<file path="src/uspm_pkg.sv">
// Constants and types for the upstream port miscellaneous configuration registers.
// Assumes configuration accesses arrive as word-aligned byte addresses.
package uspm_pkg;

  localparam int unsigned ADDR_W     = 8;
  localparam int unsigned DATA_W     = 32;
  localparam int unsigned BE_W       = 4;
  localparam int unsigned NUM_PORTS  = 8;
  localparam int unsigned PORT_SEL_W = 3;
  localparam int unsigned LTSSM_W    = 10;
  localparam int unsigned NUM_PINS   = 2;

  localparam logic [ADDR_W-1:0] OFF_EEPROM_WORD = 8'ha4;
  localparam logic [ADDR_W-1:0] OFF_DEBUG_CTRL  = 8'ha8;
  localparam logic [ADDR_W-1:0] OFF_DEBUG_VALUE = 8'hac;
  localparam logic [ADDR_W-1:0] OFF_SUBSYS_CAP  = 8'hb0;
  localparam logic [ADDR_W-1:0] OFF_SUBSYS_ID   = 8'hb4;
  localparam logic [ADDR_W-1:0] OFF_PIN_CTRL    = 8'hb8;
  localparam logic [1:0]        WORD_ALIGN_MASK = 2'h3;

  localparam int unsigned EE_ADDR_LSB    = 0;
  localparam int unsigned EE_DATA_LSB    = 16;
  localparam int unsigned DBG_MODE_LSB   = 0;
  localparam int unsigned DBG_MODE_W     = 5;
  localparam int unsigned DBG_PORT_LSB   = 5;
  localparam int unsigned DBG_START_BIT  = 8;
  localparam int unsigned CAP_ID_LSB     = 0;
  localparam int unsigned CAP_NEXT_LSB   = 8;
  localparam int unsigned VENDOR_LSB     = 0;
  localparam int unsigned DEVICE_LSB     = 16;
  localparam int unsigned PIN_GROUP_W    = 4;
  localparam int unsigned PIN_IN_BIT     = 0;
  localparam int unsigned PIN_OE_BIT     = 1;
  localparam int unsigned PIN_VAL_BIT    = 2;

  localparam logic [DBG_MODE_W-1:0] DBG_MODE_LTSSM = 5'h0c;
  localparam logic [LTSSM_W-1:0]    LTSSM_MASK     = 10'h35f;
  localparam logic [7:0]            CAP_ID_SUBSYS  = 8'h0d;
  localparam logic [7:0]            CAP_NEXT_PTR   = 8'hc0;

  localparam logic [15:0]         RST_WORD16  = 16'h0000;
  localparam logic [DATA_W-1:0]   RST_WORD32  = 32'h0000_0000;
  localparam logic [NUM_PINS-1:0] RST_PIN_IN  = 2'h3;
  localparam logic [NUM_PINS-1:0] RST_PIN_OFF = 2'h0;
  localparam logic [NUM_PINS-1:0] RST_OE_N    = 2'h3;

  typedef struct packed {
    logic [15:0]           ee_addr;
    logic [15:0]           ee_data;
    logic [DBG_MODE_W-1:0] dbg_mode;
    logic [PORT_SEL_W-1:0] dbg_port;
    logic                  dbg_start;
    logic [DATA_W-1:0]     dbg_value;
    logic [15:0]           vendor;
    logic [15:0]           device;
    logic [NUM_PINS-1:0]   pin_in;
    logic [NUM_PINS-1:0]   pin_oe;
    logic [NUM_PINS-1:0]   pin_val;
    logic [NUM_PINS-1:0]   pin_drive;
    logic [NUM_PINS-1:0]   pin_oe_n;
    logic [DATA_W-1:0]     rdata;
    logic                  rvalid;
  } uspm_state_t;

endpackage

</file>
<file path="src/uspm_regs.sv">
// Upstream port miscellaneous configuration registers: EEPROM word, debug output,
// subsystem identification and general-purpose pin control for pins 0 and 1.
// Assumes single-cycle configuration read and write strobes synchronous to clk_i.
//
// Overview of operation
// - EEPROM data is read-write in bits 31:16 of the EEPROM word, reset zero.
// - EEPROM address is read-write in bits 15:0 of that word, reset zero.
// - Debug mode selector bits 4:0 read-write, reset zero; value 0Ch selects training states.
// - Debug port selector bits 7:5 and start bit 8, read-write, reset zero.
// - Debug data word is read-only, follows selected debug output, resets to zero.
// - Training mode: bit 0 detect, bit 1 polling, bit 2 configuring.
// - Training mode: bit 3 link up L0, bit 4 L1, bit 6 L2.
// - Training mode: bit 8 hot reset, bit 9 recovery.
// - Subsystem capability header returns identifier 0Dh in bits 7:0.
// - Header bits 15:8 return next-capability pointer C0h.
// - Subsystem vendor code read-only in bits 15:0, reset zero, loadable.
// - Subsystem device code read-only in bits 31:16, reset zero, loadable.
// - Debug, EEPROM and pin control registers exist only in the upstream function.
// - Pin input bits 0 and 4 reflect pin level, reset to one.
// - Pin output-enable bits 1 and 5: zero input, one output, reset zero.
// - Pin output value bit drives the pin when configured as output.
// - Output value bits 2 and 6 act only while port power event is disabled.
// - With power event enabled, that port's power bit drives the pin instead.
`timescale 1ns/10ps

module uspm_regs
  import uspm_pkg::*;
(
  input  wire logic                  clk_i,
  input  wire logic                  rst_n_i,
  input  wire logic                  cfg_up_i,
  input  wire logic                  cfg_wr_i,
  input  wire logic                  cfg_rd_i,
  input  wire logic [ADDR_W-1:0]     cfg_addr_i,
  input  wire logic [DATA_W-1:0]     cfg_wdata_i,
  input  wire logic [BE_W-1:0]       cfg_be_i,
  output logic      [DATA_W-1:0]     cfg_rdata_o,
  output logic                       cfg_rvalid_o,
  input  wire logic [LTSSM_W-1:0]    port_ltssm_i [NUM_PORTS],
  input  wire logic                  id_load_i,
  input  wire logic [15:0]           id_vendor_i,
  input  wire logic [15:0]           id_device_i,
  input  wire logic [NUM_PINS-1:0]   pme_cap_en_i,
  input  wire logic [NUM_PINS-1:0]   port_power_i,
  input  wire logic [NUM_PINS-1:0]   gpio_in_i,
  output logic      [NUM_PINS-1:0]   gpio_out_o,
  output logic      [NUM_PINS-1:0]   gpio_oe_n_o
);

  logic              rst_meta;
  logic              rst_sync_n;
  uspm_state_t       s;
  uspm_state_t       next_s;
  logic [DATA_W-1:0] wmask;
  logic [DATA_W-1:0] wr_word;
  logic [DATA_W-1:0] rd_word;
  logic [DATA_W-1:0] dbg_ctrl_word;
  logic [DATA_W-1:0] pin_word;
  logic [LTSSM_W-1:0] sel_ltssm;
  logic [ADDR_W-1:0] word_addr;
  logic              up_ok;

  // Reset release is synchronised; assertion stays asynchronous.
  always_ff @(posedge clk_i or negedge rst_n_i) begin
    if (!rst_n_i) begin
      rst_meta   <= 1'b0;
      rst_sync_n <= 1'b0;
    end else begin
      rst_meta   <= 1'b1;
      rst_sync_n <= rst_meta;
    end
  end

  always_comb begin
    wmask = {{8{cfg_be_i[3]}}, {8{cfg_be_i[2]}}, {8{cfg_be_i[1]}}, {8{cfg_be_i[0]}}};
    word_addr = {cfg_addr_i[ADDR_W-1:2], 2'h0} & ~{{(ADDR_W-2){1'b0}}, WORD_ALIGN_MASK};
    up_ok = cfg_up_i;
    sel_ltssm = port_ltssm_i[s.dbg_port];
    dbg_ctrl_word = RST_WORD32;
    dbg_ctrl_word[DBG_MODE_LSB +: DBG_MODE_W] = s.dbg_mode;
    dbg_ctrl_word[DBG_PORT_LSB +: PORT_SEL_W] = s.dbg_port;
    dbg_ctrl_word[DBG_START_BIT] = s.dbg_start;
    pin_word = RST_WORD32;
    for (int p = 0; p < NUM_PINS; p++) begin
      pin_word[p*PIN_GROUP_W + PIN_IN_BIT]  = s.pin_in[p];
      pin_word[p*PIN_GROUP_W + PIN_OE_BIT]  = s.pin_oe[p];
      pin_word[p*PIN_GROUP_W + PIN_VAL_BIT] = s.pin_val[p];
    end
    rd_word = RST_WORD32;
    case (word_addr)
      OFF_EEPROM_WORD: rd_word = up_ok ? {s.ee_data, s.ee_addr} : RST_WORD32;
      OFF_DEBUG_CTRL:  rd_word = up_ok ? dbg_ctrl_word : RST_WORD32;
      OFF_DEBUG_VALUE: rd_word = up_ok ? s.dbg_value : RST_WORD32;
      OFF_SUBSYS_CAP: begin
        rd_word[CAP_ID_LSB +: 8]   = CAP_ID_SUBSYS;
        rd_word[CAP_NEXT_LSB +: 8] = CAP_NEXT_PTR;
      end
      OFF_SUBSYS_ID: begin
        rd_word[VENDOR_LSB +: 16] = s.vendor;
        rd_word[DEVICE_LSB +: 16] = s.device;
      end
      OFF_PIN_CTRL:    rd_word = up_ok ? pin_word : RST_WORD32;
      default:         rd_word = RST_WORD32;
    endcase
    wr_word = (rd_word & ~wmask) | (cfg_wdata_i & wmask);

    next_s = s;
    next_s.rvalid = cfg_rd_i;
    if (cfg_rd_i) begin
      next_s.rdata = rd_word;
    end
    if (cfg_wr_i && up_ok) begin
      case (word_addr)
        OFF_EEPROM_WORD: begin
          next_s.ee_data = wr_word[EE_DATA_LSB +: 16];
          next_s.ee_addr = wr_word[EE_ADDR_LSB +: 16];
        end
        OFF_DEBUG_CTRL: begin
          next_s.dbg_mode  = wr_word[DBG_MODE_LSB +: DBG_MODE_W];
          next_s.dbg_port  = wr_word[DBG_PORT_LSB +: PORT_SEL_W];
          next_s.dbg_start = wr_word[DBG_START_BIT];
        end
        OFF_PIN_CTRL: begin
          for (int p = 0; p < NUM_PINS; p++) begin
            next_s.pin_oe[p]  = wr_word[p*PIN_GROUP_W + PIN_OE_BIT];
            next_s.pin_val[p] = wr_word[p*PIN_GROUP_W + PIN_VAL_BIT];
          end
        end
        default: begin
        end
      endcase
    end
    if (id_load_i) begin
      next_s.vendor = id_vendor_i;
      next_s.device = id_device_i;
    end
    next_s.dbg_value = RST_WORD32;
    if (s.dbg_start && (s.dbg_mode == DBG_MODE_LTSSM)) begin
      next_s.dbg_value[LTSSM_W-1:0] = sel_ltssm & LTSSM_MASK;
    end
    next_s.pin_in = gpio_in_i;
    for (int p = 0; p < NUM_PINS; p++) begin
      if (pme_cap_en_i[p]) begin
        next_s.pin_drive[p] = port_power_i[p];
        next_s.pin_oe_n[p]  = 1'b0;
      end else begin
        next_s.pin_drive[p] = s.pin_val[p];
        next_s.pin_oe_n[p]  = ~s.pin_oe[p];
      end
    end
  end

  always_ff @(posedge clk_i or negedge rst_sync_n) begin
    if (!rst_sync_n) begin
      s.ee_addr   <= RST_WORD16;
      s.ee_data   <= RST_WORD16;
      s.dbg_mode  <= '0;
      s.dbg_port  <= '0;
      s.dbg_start <= 1'b0;
      s.dbg_value <= RST_WORD32;
      s.vendor    <= RST_WORD16;
      s.device    <= RST_WORD16;
      s.pin_in    <= RST_PIN_IN;
      s.pin_oe    <= RST_PIN_OFF;
      s.pin_val   <= RST_PIN_OFF;
      s.pin_drive <= RST_PIN_OFF;
      s.pin_oe_n  <= RST_OE_N;
      s.rdata     <= RST_WORD32;
      s.rvalid    <= 1'b0;
    end else begin
      s <= next_s;
    end
  end

  assign cfg_rdata_o  = s.rdata;
  assign cfg_rvalid_o = s.rvalid;
  assign gpio_out_o   = s.pin_drive;
  assign gpio_oe_n_o  = s.pin_oe_n;

endmodule

</file>
<file path="config.mk">
export PLATFORM = sky130hd
export DESIGN_NAME = uspm_regs
export DESIGN_NICKNAME = d
export VERILOG_FILES = /design/src/uspm_pkg.sv /design/src/uspm_regs.sv
export SDC_FILE = /design/constraint.sdc
export NUM_CORES = 1
export LEC_CHECK = 0
export ABC_AREA = 1
export ABC_CLOCK_PERIOD_IN_PS = 4000
export BUFFER_PORTS_ARGS = -buffer_cell sky130_fd_sc_hd__buf_2
export CAP_MARGIN = 20
export CORE_ASPECT_RATIO = 1.4
export CORE_MARGIN = 2
export CORE_UTILIZATION = 45
export DETAILED_ROUTE_END_ITERATION = 8
export PLACE_DENSITY = 0.74
export SETUP_SLACK_MARGIN = 0.02
export SLEW_MARGIN = 40
export SYNTH_ARGS = -nofsm -noshare
export SYNTH_HDL_FRONTEND = slang
export SYNTH_SLANG_ARGS = --single-unit
</file>
<file path="constraint.sdc">
create_clock -name clk_i -period 4 [get_ports clk_i]
set_input_delay 0.4 -clock clk_i [delete_from_list [all_inputs] [get_ports clk_i]]
set_output_delay 0.4 -clock clk_i [all_outputs]
set_load 0.01 [all_outputs]
</file>
==> reports/qor.yml, run 1 <==
power:
  seqPwrFrac: 0.422
  power_frac_clock: 0.467
  peakVddDrop_mv: 0.312
  p_leak_nw: 4.19
  power_density_nw_per_um2: 418
  cellInternalPower_mw: 2.56
  switchingPower_mw: 0.830
  p_comb_frac: 0.111
  netSwitchingFraction: 0.244
timing:
  rsz0062_at_grt: "no"
  period_needed_ns: 1.80
  fin_setup_tns_ns: 0
  skew_ns: 0.0143
  finalCritPeriodShare: 0.450
  finalSetupViolCount: 0
  drv_slew: 0
  fmax_mhz: 555
  relSlewSlack: 0.527
  finalHoldViolCount: 0
  max_slew.worst_pin.slew_ns: 0.709
synth:
  synth_common_cells: "nand2_1, dfrtp_1, nand3_1"
  synth_top_area_share: 0.455
  synth_ff_type: "dfrtp_1"
  synthTopCellsByArea: "dfrtp_1, nand2_1, nand3_1, mux2_2, nor2_1"
  synth.most_common_cell: "nand2_1"
  ys_seq_area_frac: 0.471
  ys_ff_latch: 126
  yosysTopAreaCell: "dfrtp_1"
  synth_edf_count: 0
  syn-num-nets: 986
  ys_async_sr_fraction: 1.00
  synth_warnings: 0
  syn_area_um2: 6710
  ys_types: 33
  synthCells: 818
  syn_area_per_cell_um2: 8.20
worst_setup_path:
  rrSetupSlack_ns: 2.29
  worst_ep_required_time_ns: 4.32
  path_buf_inv: 2
  worst-r2r-cell-count: 5
  slowest_delay_ns: 0.55
  worstPathArrival_ns: 2.12
  path_class: "in -> reg"
  crit_fanout: 38
  r2r_end: "s[83]"
  cp-start-kind: "input pin"
  cpMaxStageDelayCell: "buf_2"
  path_delay_family: "buffers and inverters"
  end_kind: "flop"
  path_cells: "buf_2 -> nand2_1 -> nor2_4 -> buf_4 -> or2_2 -> a21boi_0"
  regToRegStartpoint: "dbg_ctrl_word[5]"
route:
  postRouteAntennaNets: 0
  wl_um: 18100
  drtIter0Drc: 485
  routedWlPerCell_um: 15.7
  route.detailed.drc: 0
  num_vias: 6013
  viasPerCell: 5.22
  dr.pass1.iters: 5
clocking:
  tritoncts: "done"
  cts.clk_slew.worst_paths_ns: 0.05
  htree_levels: 4
  clkLatencyLatePin_ns: 0.42
  clock_sinks: 126
  cts_inserted_buffers: 17
  cts_max_path_buffers: 2
  root_buffer: "clkbuf_16"
die:
  dieWidth_um: 107
  core_um2: 14500
  row_count: 52
  chipHeight_um: 148
  initial_core_util: 0.462
  die-area_um2: 15900
  num_io_pins: 205
placement:
  placedCellCount: 1120
  hpwl_um: 12600
  gp_congestion: 0.840
  port_buffers: 186
hold_path:
  hold_class: "in -> reg"
  min_path_cells: 1
  hold_path.startpoint: "gpio_in_i[1]"
  whs_endpoint: "pin_word[4]"
finish:
  layout-drive-gt1-share: 0.325
  final_nets: 1119
  diodes: 0
  syn_to_final_growth_pct: 21.0
  instances_no_fill: 1152
outcome:
  outcome: "complete, no violations"
job:
  max_cap_violations: 0
grt:
  grt_pass1_vias: 5906
  antenna_found_initial: 0
  overflow: 0
  grt_pass1_wl_um: 28900
  grt_max_degree: 54
  grt_usage: 0.233
-- area by class of cell --
| type | count | area, µm² |
|---|---|---|
| Fill cell | 1366 | 6390 |
| Sequential cell | 126 | 3160 |
| Multi-Input combinational cell | 569 | 2920 |
| Timing Repair Buffer | 192 | 1020 |
| Clock buffer | 20 | 467 |
| Tap cell | 189 | 236 |
| Inverter | 45 | 169 |
| Clock inverter | 11 | 140 |
-- metal layers --
| layer | wire (µm) | track usage | vias to the layer above |
|---|---|---|---|
| li1 | - | - | 2922 |
| met1 | 7380 | 0.281 | 2804 |
| met2 | 9130 | 0.412 | 260 |
| met3 | 1130 | 0.0372 | 27 |
| met4 | 413 | 0.0968 | 0 |
| met5 | 0 | 0 | - |
-- registers in the layout (all words and copies together), names as in the netlist --
name and cells:
s 72, cfg_rdata_o 32, dbg_ctrl_word 9, pin_word 6
gpio_oe_n_o 2, gpio_out_o 2, cfg_rvalid_o 1, rst_meta 1
rst_sync_n 1
-- stage by stage --
step           hold slack [ns]  instance area, µm²  setup WS [ns]  total power, mW   util
2_1_floorplan            0.104                6710          0.237             1.69      -
3_3_place_gp             0.185                7450           1.66             1.81  0.513
3_5_place_dp             0.193                7490           1.63             1.83  0.516
4_1_cts                 0.0678                8110           1.64             3.42  0.559
5_1_grt                 0.0740                8120           2.03             3.52  0.560
6_report                0.0816                8120           2.20             3.39  0.560
-- repair_timing --
item | in CTS | in global routing
resized for setup | 0 | 0
hold buffers | 1 | 0
hold endpoints to repair | 2 | 0
setup buffers | 0 | 0
-- power by group through the flow --
stage	clock, mW	sequential (mW)	combinational, mW
global placement	0	1.46	0.356
floorplan	0	1.44	0.253
detailed placement	0	1.45	0.379
global route	1.65	1.44	0.423
CTS	1.61	1.43	0.383
finish	1.58	1.43	0.378
-- worst max path at each step --
stage / depth (start not counted) / start / slack (ns) / endpoint
global route: 5 / dbg_ctrl_word[5] / 2.03 / s[83]
detailed placement: 5 / dbg_ctrl_word[5] / 1.63 / s[83]
global placement: 5 / dbg_ctrl_word[5] / 1.66 / s[83]
finish: 6 / cfg_up_i / 2.20 / s[141]
floorplan: 0 / rst_sync_n / 0.24 / cfg_rdata_o[0]
CTS: 5 / dbg_ctrl_word[5] / 1.64 / s[83]
-- logic make-up (layout without fill, tap and decap cells) --
| logic type | after synthesis | after routing | share of synthesized area |
|---|---|---|---|
| muxes | 32 | 32 | 0.0537 |
| other | 1 | 1 | 0.000559 |
| AOI/OAI and AO/OA | 89 | 89 | 0.0845 |
| DFF | 126 | 126 | 0.471 |
| buffers and inverters | 123 | 268 | 0.0947 |
| and+or+nand+nor | 447 | 447 | 0.296 |
-- layout by cell type (no fill, tap or decap), types with 7 or more instances in the layout --
cell type  instances
inv_1             40
a31oi_1           28
nor2_1            87
clkbuf_16         17
buf_2            185
o221ai_1           7
dfrtp_1          120
nand3b_1          12
o221a_2            7
nand2_1          212
o21ai_0           37
mux2_2            32
nand3_1           89
or2_2             28
No activity file was read; power rests on OpenSTA's default activity.
==> run 2, diff against run 1 <==
--- a/config.mk
+++ b/config.mk
@@ -5,15 +5,15 @@
 export SDC_FILE = /design/constraint.sdc
 export NUM_CORES = 1
 export LEC_CHECK = 0
-export ABC_AREA = 1
-export ABC_CLOCK_PERIOD_IN_PS = 4000
+export ABC_AREA = 0
+export ABC_CLOCK_PERIOD_IN_PS = 1800
 export BUFFER_PORTS_ARGS = -buffer_cell sky130_fd_sc_hd__buf_2
 export CAP_MARGIN = 20
 export CORE_ASPECT_RATIO = 1.4
 export CORE_MARGIN = 2
 export CORE_UTILIZATION = 45
 export DETAILED_ROUTE_END_ITERATION = 8
-export PLACE_DENSITY = 0.74
+export PLACE_DENSITY = 0.73
 export SETUP_SLACK_MARGIN = 0.02
 export SLEW_MARGIN = 40
 export SYNTH_ARGS = -nofsm -noshare
==> constraint.sdc (replaced) <==
create_clock -name clk_i -period 1.8 [get_ports clk_i]
set_input_delay 0.18 -clock clk_i [delete_from_list [all_inputs] [get_ports clk_i]]
set_output_delay 0.18 -clock clk_i [all_outputs]
set_load 0.01 [all_outputs]
==> reports/qor.yml, run 2 <==
synth:
  syn_area_per_cell_um2: 11.4  # +39%
  synth_ff_type: "dfrtp_1"
  synth_top_area_share: 0.501  # +0.0460
  synthTopCellsByArea: "dfrtp_1, mux2_2, mux4_2, buf_4, nor2_1"
  synth_common_cells: "dfrtp_1, nor2_1, mux2_2"
  synth_warnings: 0  # unchanged
  synth_edf_count: 0  # unchanged
  ys_ff_latch: 126  # unchanged
  syn_area_um2: 6090  # -9.2%
  ys_async_sr_fraction: 1.00  # unchanged
  ys_seq_area_frac: 0.518  # +0.0475
  synth.most_common_cell: "dfrtp_1"
  synthCells: 533  # -35%
  ys_types: 45  # +36%
  yosysTopAreaCell: "dfrtp_1"
  syn-num-nets: 701  # -29%
finish:
  top_register: "s"
  n_fill_cell: 1053  # -23%
  mostFrequentLayoutCells: "buf_2, dfrtp_1, nor2_1, mux2_2, dlygate4sd3_1"
  largest_reg_flops: 72  # unchanged
  final_util: 0.614  # +0.0547
  final_nets: 904  # -19%
  instances_no_fill: 932  # -19%
  final_cell_area_um2: 8180  # +0.82%
  syn_to_final_growth_pct: 34.3
  final_common_cell: "buf_2"
  layout-drive-gt1-share: 0.425  # +0.0995
worst_setup_path:
  cp-start-kind: "input pin"
  path_class: "in -> reg"
  regToRegStartpoint: "dbg_ctrl_word[5]"
  end_kind: "flop"
  crit_fanout: 12  # -68%
  worst-r2r-cell-count: 4  # -1
  path_delay_family: "simple AND/OR/NAND/NOR gates"
  path_buf_inv: 1  # -1
  cpMaxStageDelayCell: "and4bb_2"
  worst_ep_required_time_ns: 2.07  # -2.25 ns
  path_cells: "buf_2 -> and4bb_2 -> and3_1 -> nand2_1 -> nor2_1 -> a21oi_1"
  rrSetupSlack_ns: 0.38  # -1.91 ns
  r2r_end: "s[75]"
  worstPathArrival_ns: 1.70  # -0.42 ns
  slowest_delay_ns: 0.42  # -0.13 ns
placement:
  gp_congestion: 0.897  # +6.9%
  hpwl_um: 12000  # -5.3%
  port_buffers: 186  # unchanged
  dp_slack_ns: -0.0383  # -1.67 ns
  placedCellCount: 852  # -24%
  dpl_cell_area_um2: 7070  # -5.6%
timing:
  rsz0062_at_grt: "no"
  fin_setup_tns_ns: 0  # unchanged
  finalSetupViolCount: 0  # unchanged
  drv_slew: 0  # unchanged
  finalCritPeriodShare: 0.797
  max_slew.worst_pin.slew_ns: 0.525  # -0.184 ns
  holdWs_ns: 0.0178  # -0.0638 ns
  relSlewSlack: 0.650  # +0.123
  finalHoldViolCount: 0  # unchanged
  fin_ws_ns: 0.366  # -1.83 ns
  period_needed_ns: 1.43
  fmax_mhz: 697
  skew_ns: 0.00912  # -0.00514 ns
die:
  num_io_pins: 205  # unchanged
  dieWidth_um: 102  # -4.5%
  die-area_um2: 14500  # -8.9%
  initial_core_util: 0.457  # -0.00512
  core_um2: 13300  # -8.2%
  row_count: 50  # -3.8%
  chipHeight_um: 142  # -4.6%
grt:
  grt_pass1_wl_um: 26100  # -9.9%
  antenna_found_initial: 1  # +1
  grt_max_degree: 52  # -3.7%
  grt_pass1_vias: 5348  # -9.4%
  overflow: 0  # unchanged
  grt_usage: 0.235  # +0.00168
route:
  drtIter0Drc: 294  # -39%
  postRouteAntennaNets: 0  # unchanged
  routedWlPerCell_um: 17.7  # +13%
  dr_wl_met2_um: 8590  # -5.9%
  route.detailed.drc: 0  # unchanged
  wl_met1_um: 6250  # -15%
  dr.pass1.iters: 5  # unchanged
  wl_um: 16500  # -8.8%
  routed.top_layer: "met4"
  route.met3.wl_um: 1240  # +9.3%
  num_vias: 5030  # -16%
  viasPerCell: 5.40  # +3.4%
outcome:
  outcome: "complete, no violations"
hold_path:
  whs_endpoint: "s[144]"
  min_path_cells: 2  # +1
  hold_path.startpoint: "cfg_wdata_i[12]"
  hold_class: "in -> reg"
clocking:
  tritoncts: "done"
  htree_levels: 4  # unchanged
  root_buffer: "clkbuf_16"
  clock_sinks: 126  # unchanged
  cts_inserted_buffers: 17  # unchanged
  post_cts_buffers: 0  # unchanged
  clkLatencyLatePin_ns: 0.41  # about the same
  cts.clk_slew.worst_paths_ns: 0.06  # about the same
  cts_max_path_buffers: 2  # unchanged
power:
  peakVddDrop_mv: 0.664  # +110%
  p_leak_nw: 3.80  # -9.2%
  power_density_nw_per_um2: 940  # +120%
  report.power.total_mw: 7.69  # +130%
job:
  max_cap_violations: 0  # unchanged
## run 2: cell count changes in the layout (fill, tap and decap cells not counted), moves of 16 or more
cell           before  now
or2_2              28    0
mux2_2             32   54
o21ai_0            37   17
a21oi_1             3   44
nand3_1            89    3
nand2_1           212   20
mux4_2              0   16
nor2_1             87   62
mux2i_1             0   16
a22oi_1             0   21
a31oi_1            28    5
dlygate4sd3_1       1   47
inv_1              40    5
## run 2: cell type report
| class | count | area [µm²] | share of cell area |
|---|---|---|---|
| sequential | 126 | 3160 | 0.386 |
| multi-input combinational | 331 | 2490 | 0.305 |
| timing repair buffer | 255 | 1640 | 0.201 |
| clock buffer | 18 | 429 | 0.0524 |
| tap | 182 | 228 | 0.0278 |
| clock inverter | 14 | 208 | 0.0254 |
| inverter | 5 | 18.8 | 0.00229 |
| antenna | 1 | 2.50 | 0.000306 |
## run 2: worst max-delay path by stage
stage	slack [ns]	end	start	depth (start not counted)
finish	0.37	s[139]	cfg_addr_i[4]	6
global route	0.27	s[139]	cfg_addr_i[4]	6
CTS	0.36	s[75]	dbg_ctrl_word[5]	4
detailed placement	-0.04	s[139]	cfg_addr_i[4]	6
global placement	-0.0005	s[138]	cfg_addr_i[4]	6
floorplan	0.12	s[75]	dbg_ctrl_word[5]	5
## run 2: cell families after synthesis
| logic type | share of synthesized area |
|---|---|
| buffers and inverters | 0.0733 |
| AND/OR/NAND/NOR | 0.0979 |
| flip-flops | 0.518 |
| AO/OA/AOI/OAI | 0.125 |
| multiplexers | 0.185 |
| other | 0.000615 |
## run 2: report_power, final
group          leakage, nW  switching (mW)  internal, mW  total [mW]
sequential            1.59           0.143          3.04        3.18
clock                0.309            1.32          2.35        3.67
combinational         1.90           0.381         0.457       0.838
total                 3.80            1.84          5.85        7.69
## run 2: what timing repair did
item	in CTS	in global routing
resized for setup	0	0
hold endpoints to repair	43	5
hold buffers	42	5
## run 2: metal layers
metal  GRT usage  vias up
li1            -     2317
met1       0.258     2425
met2       0.423      260
met3      0.0650       28
met4      0.0912        0
met5           0        -
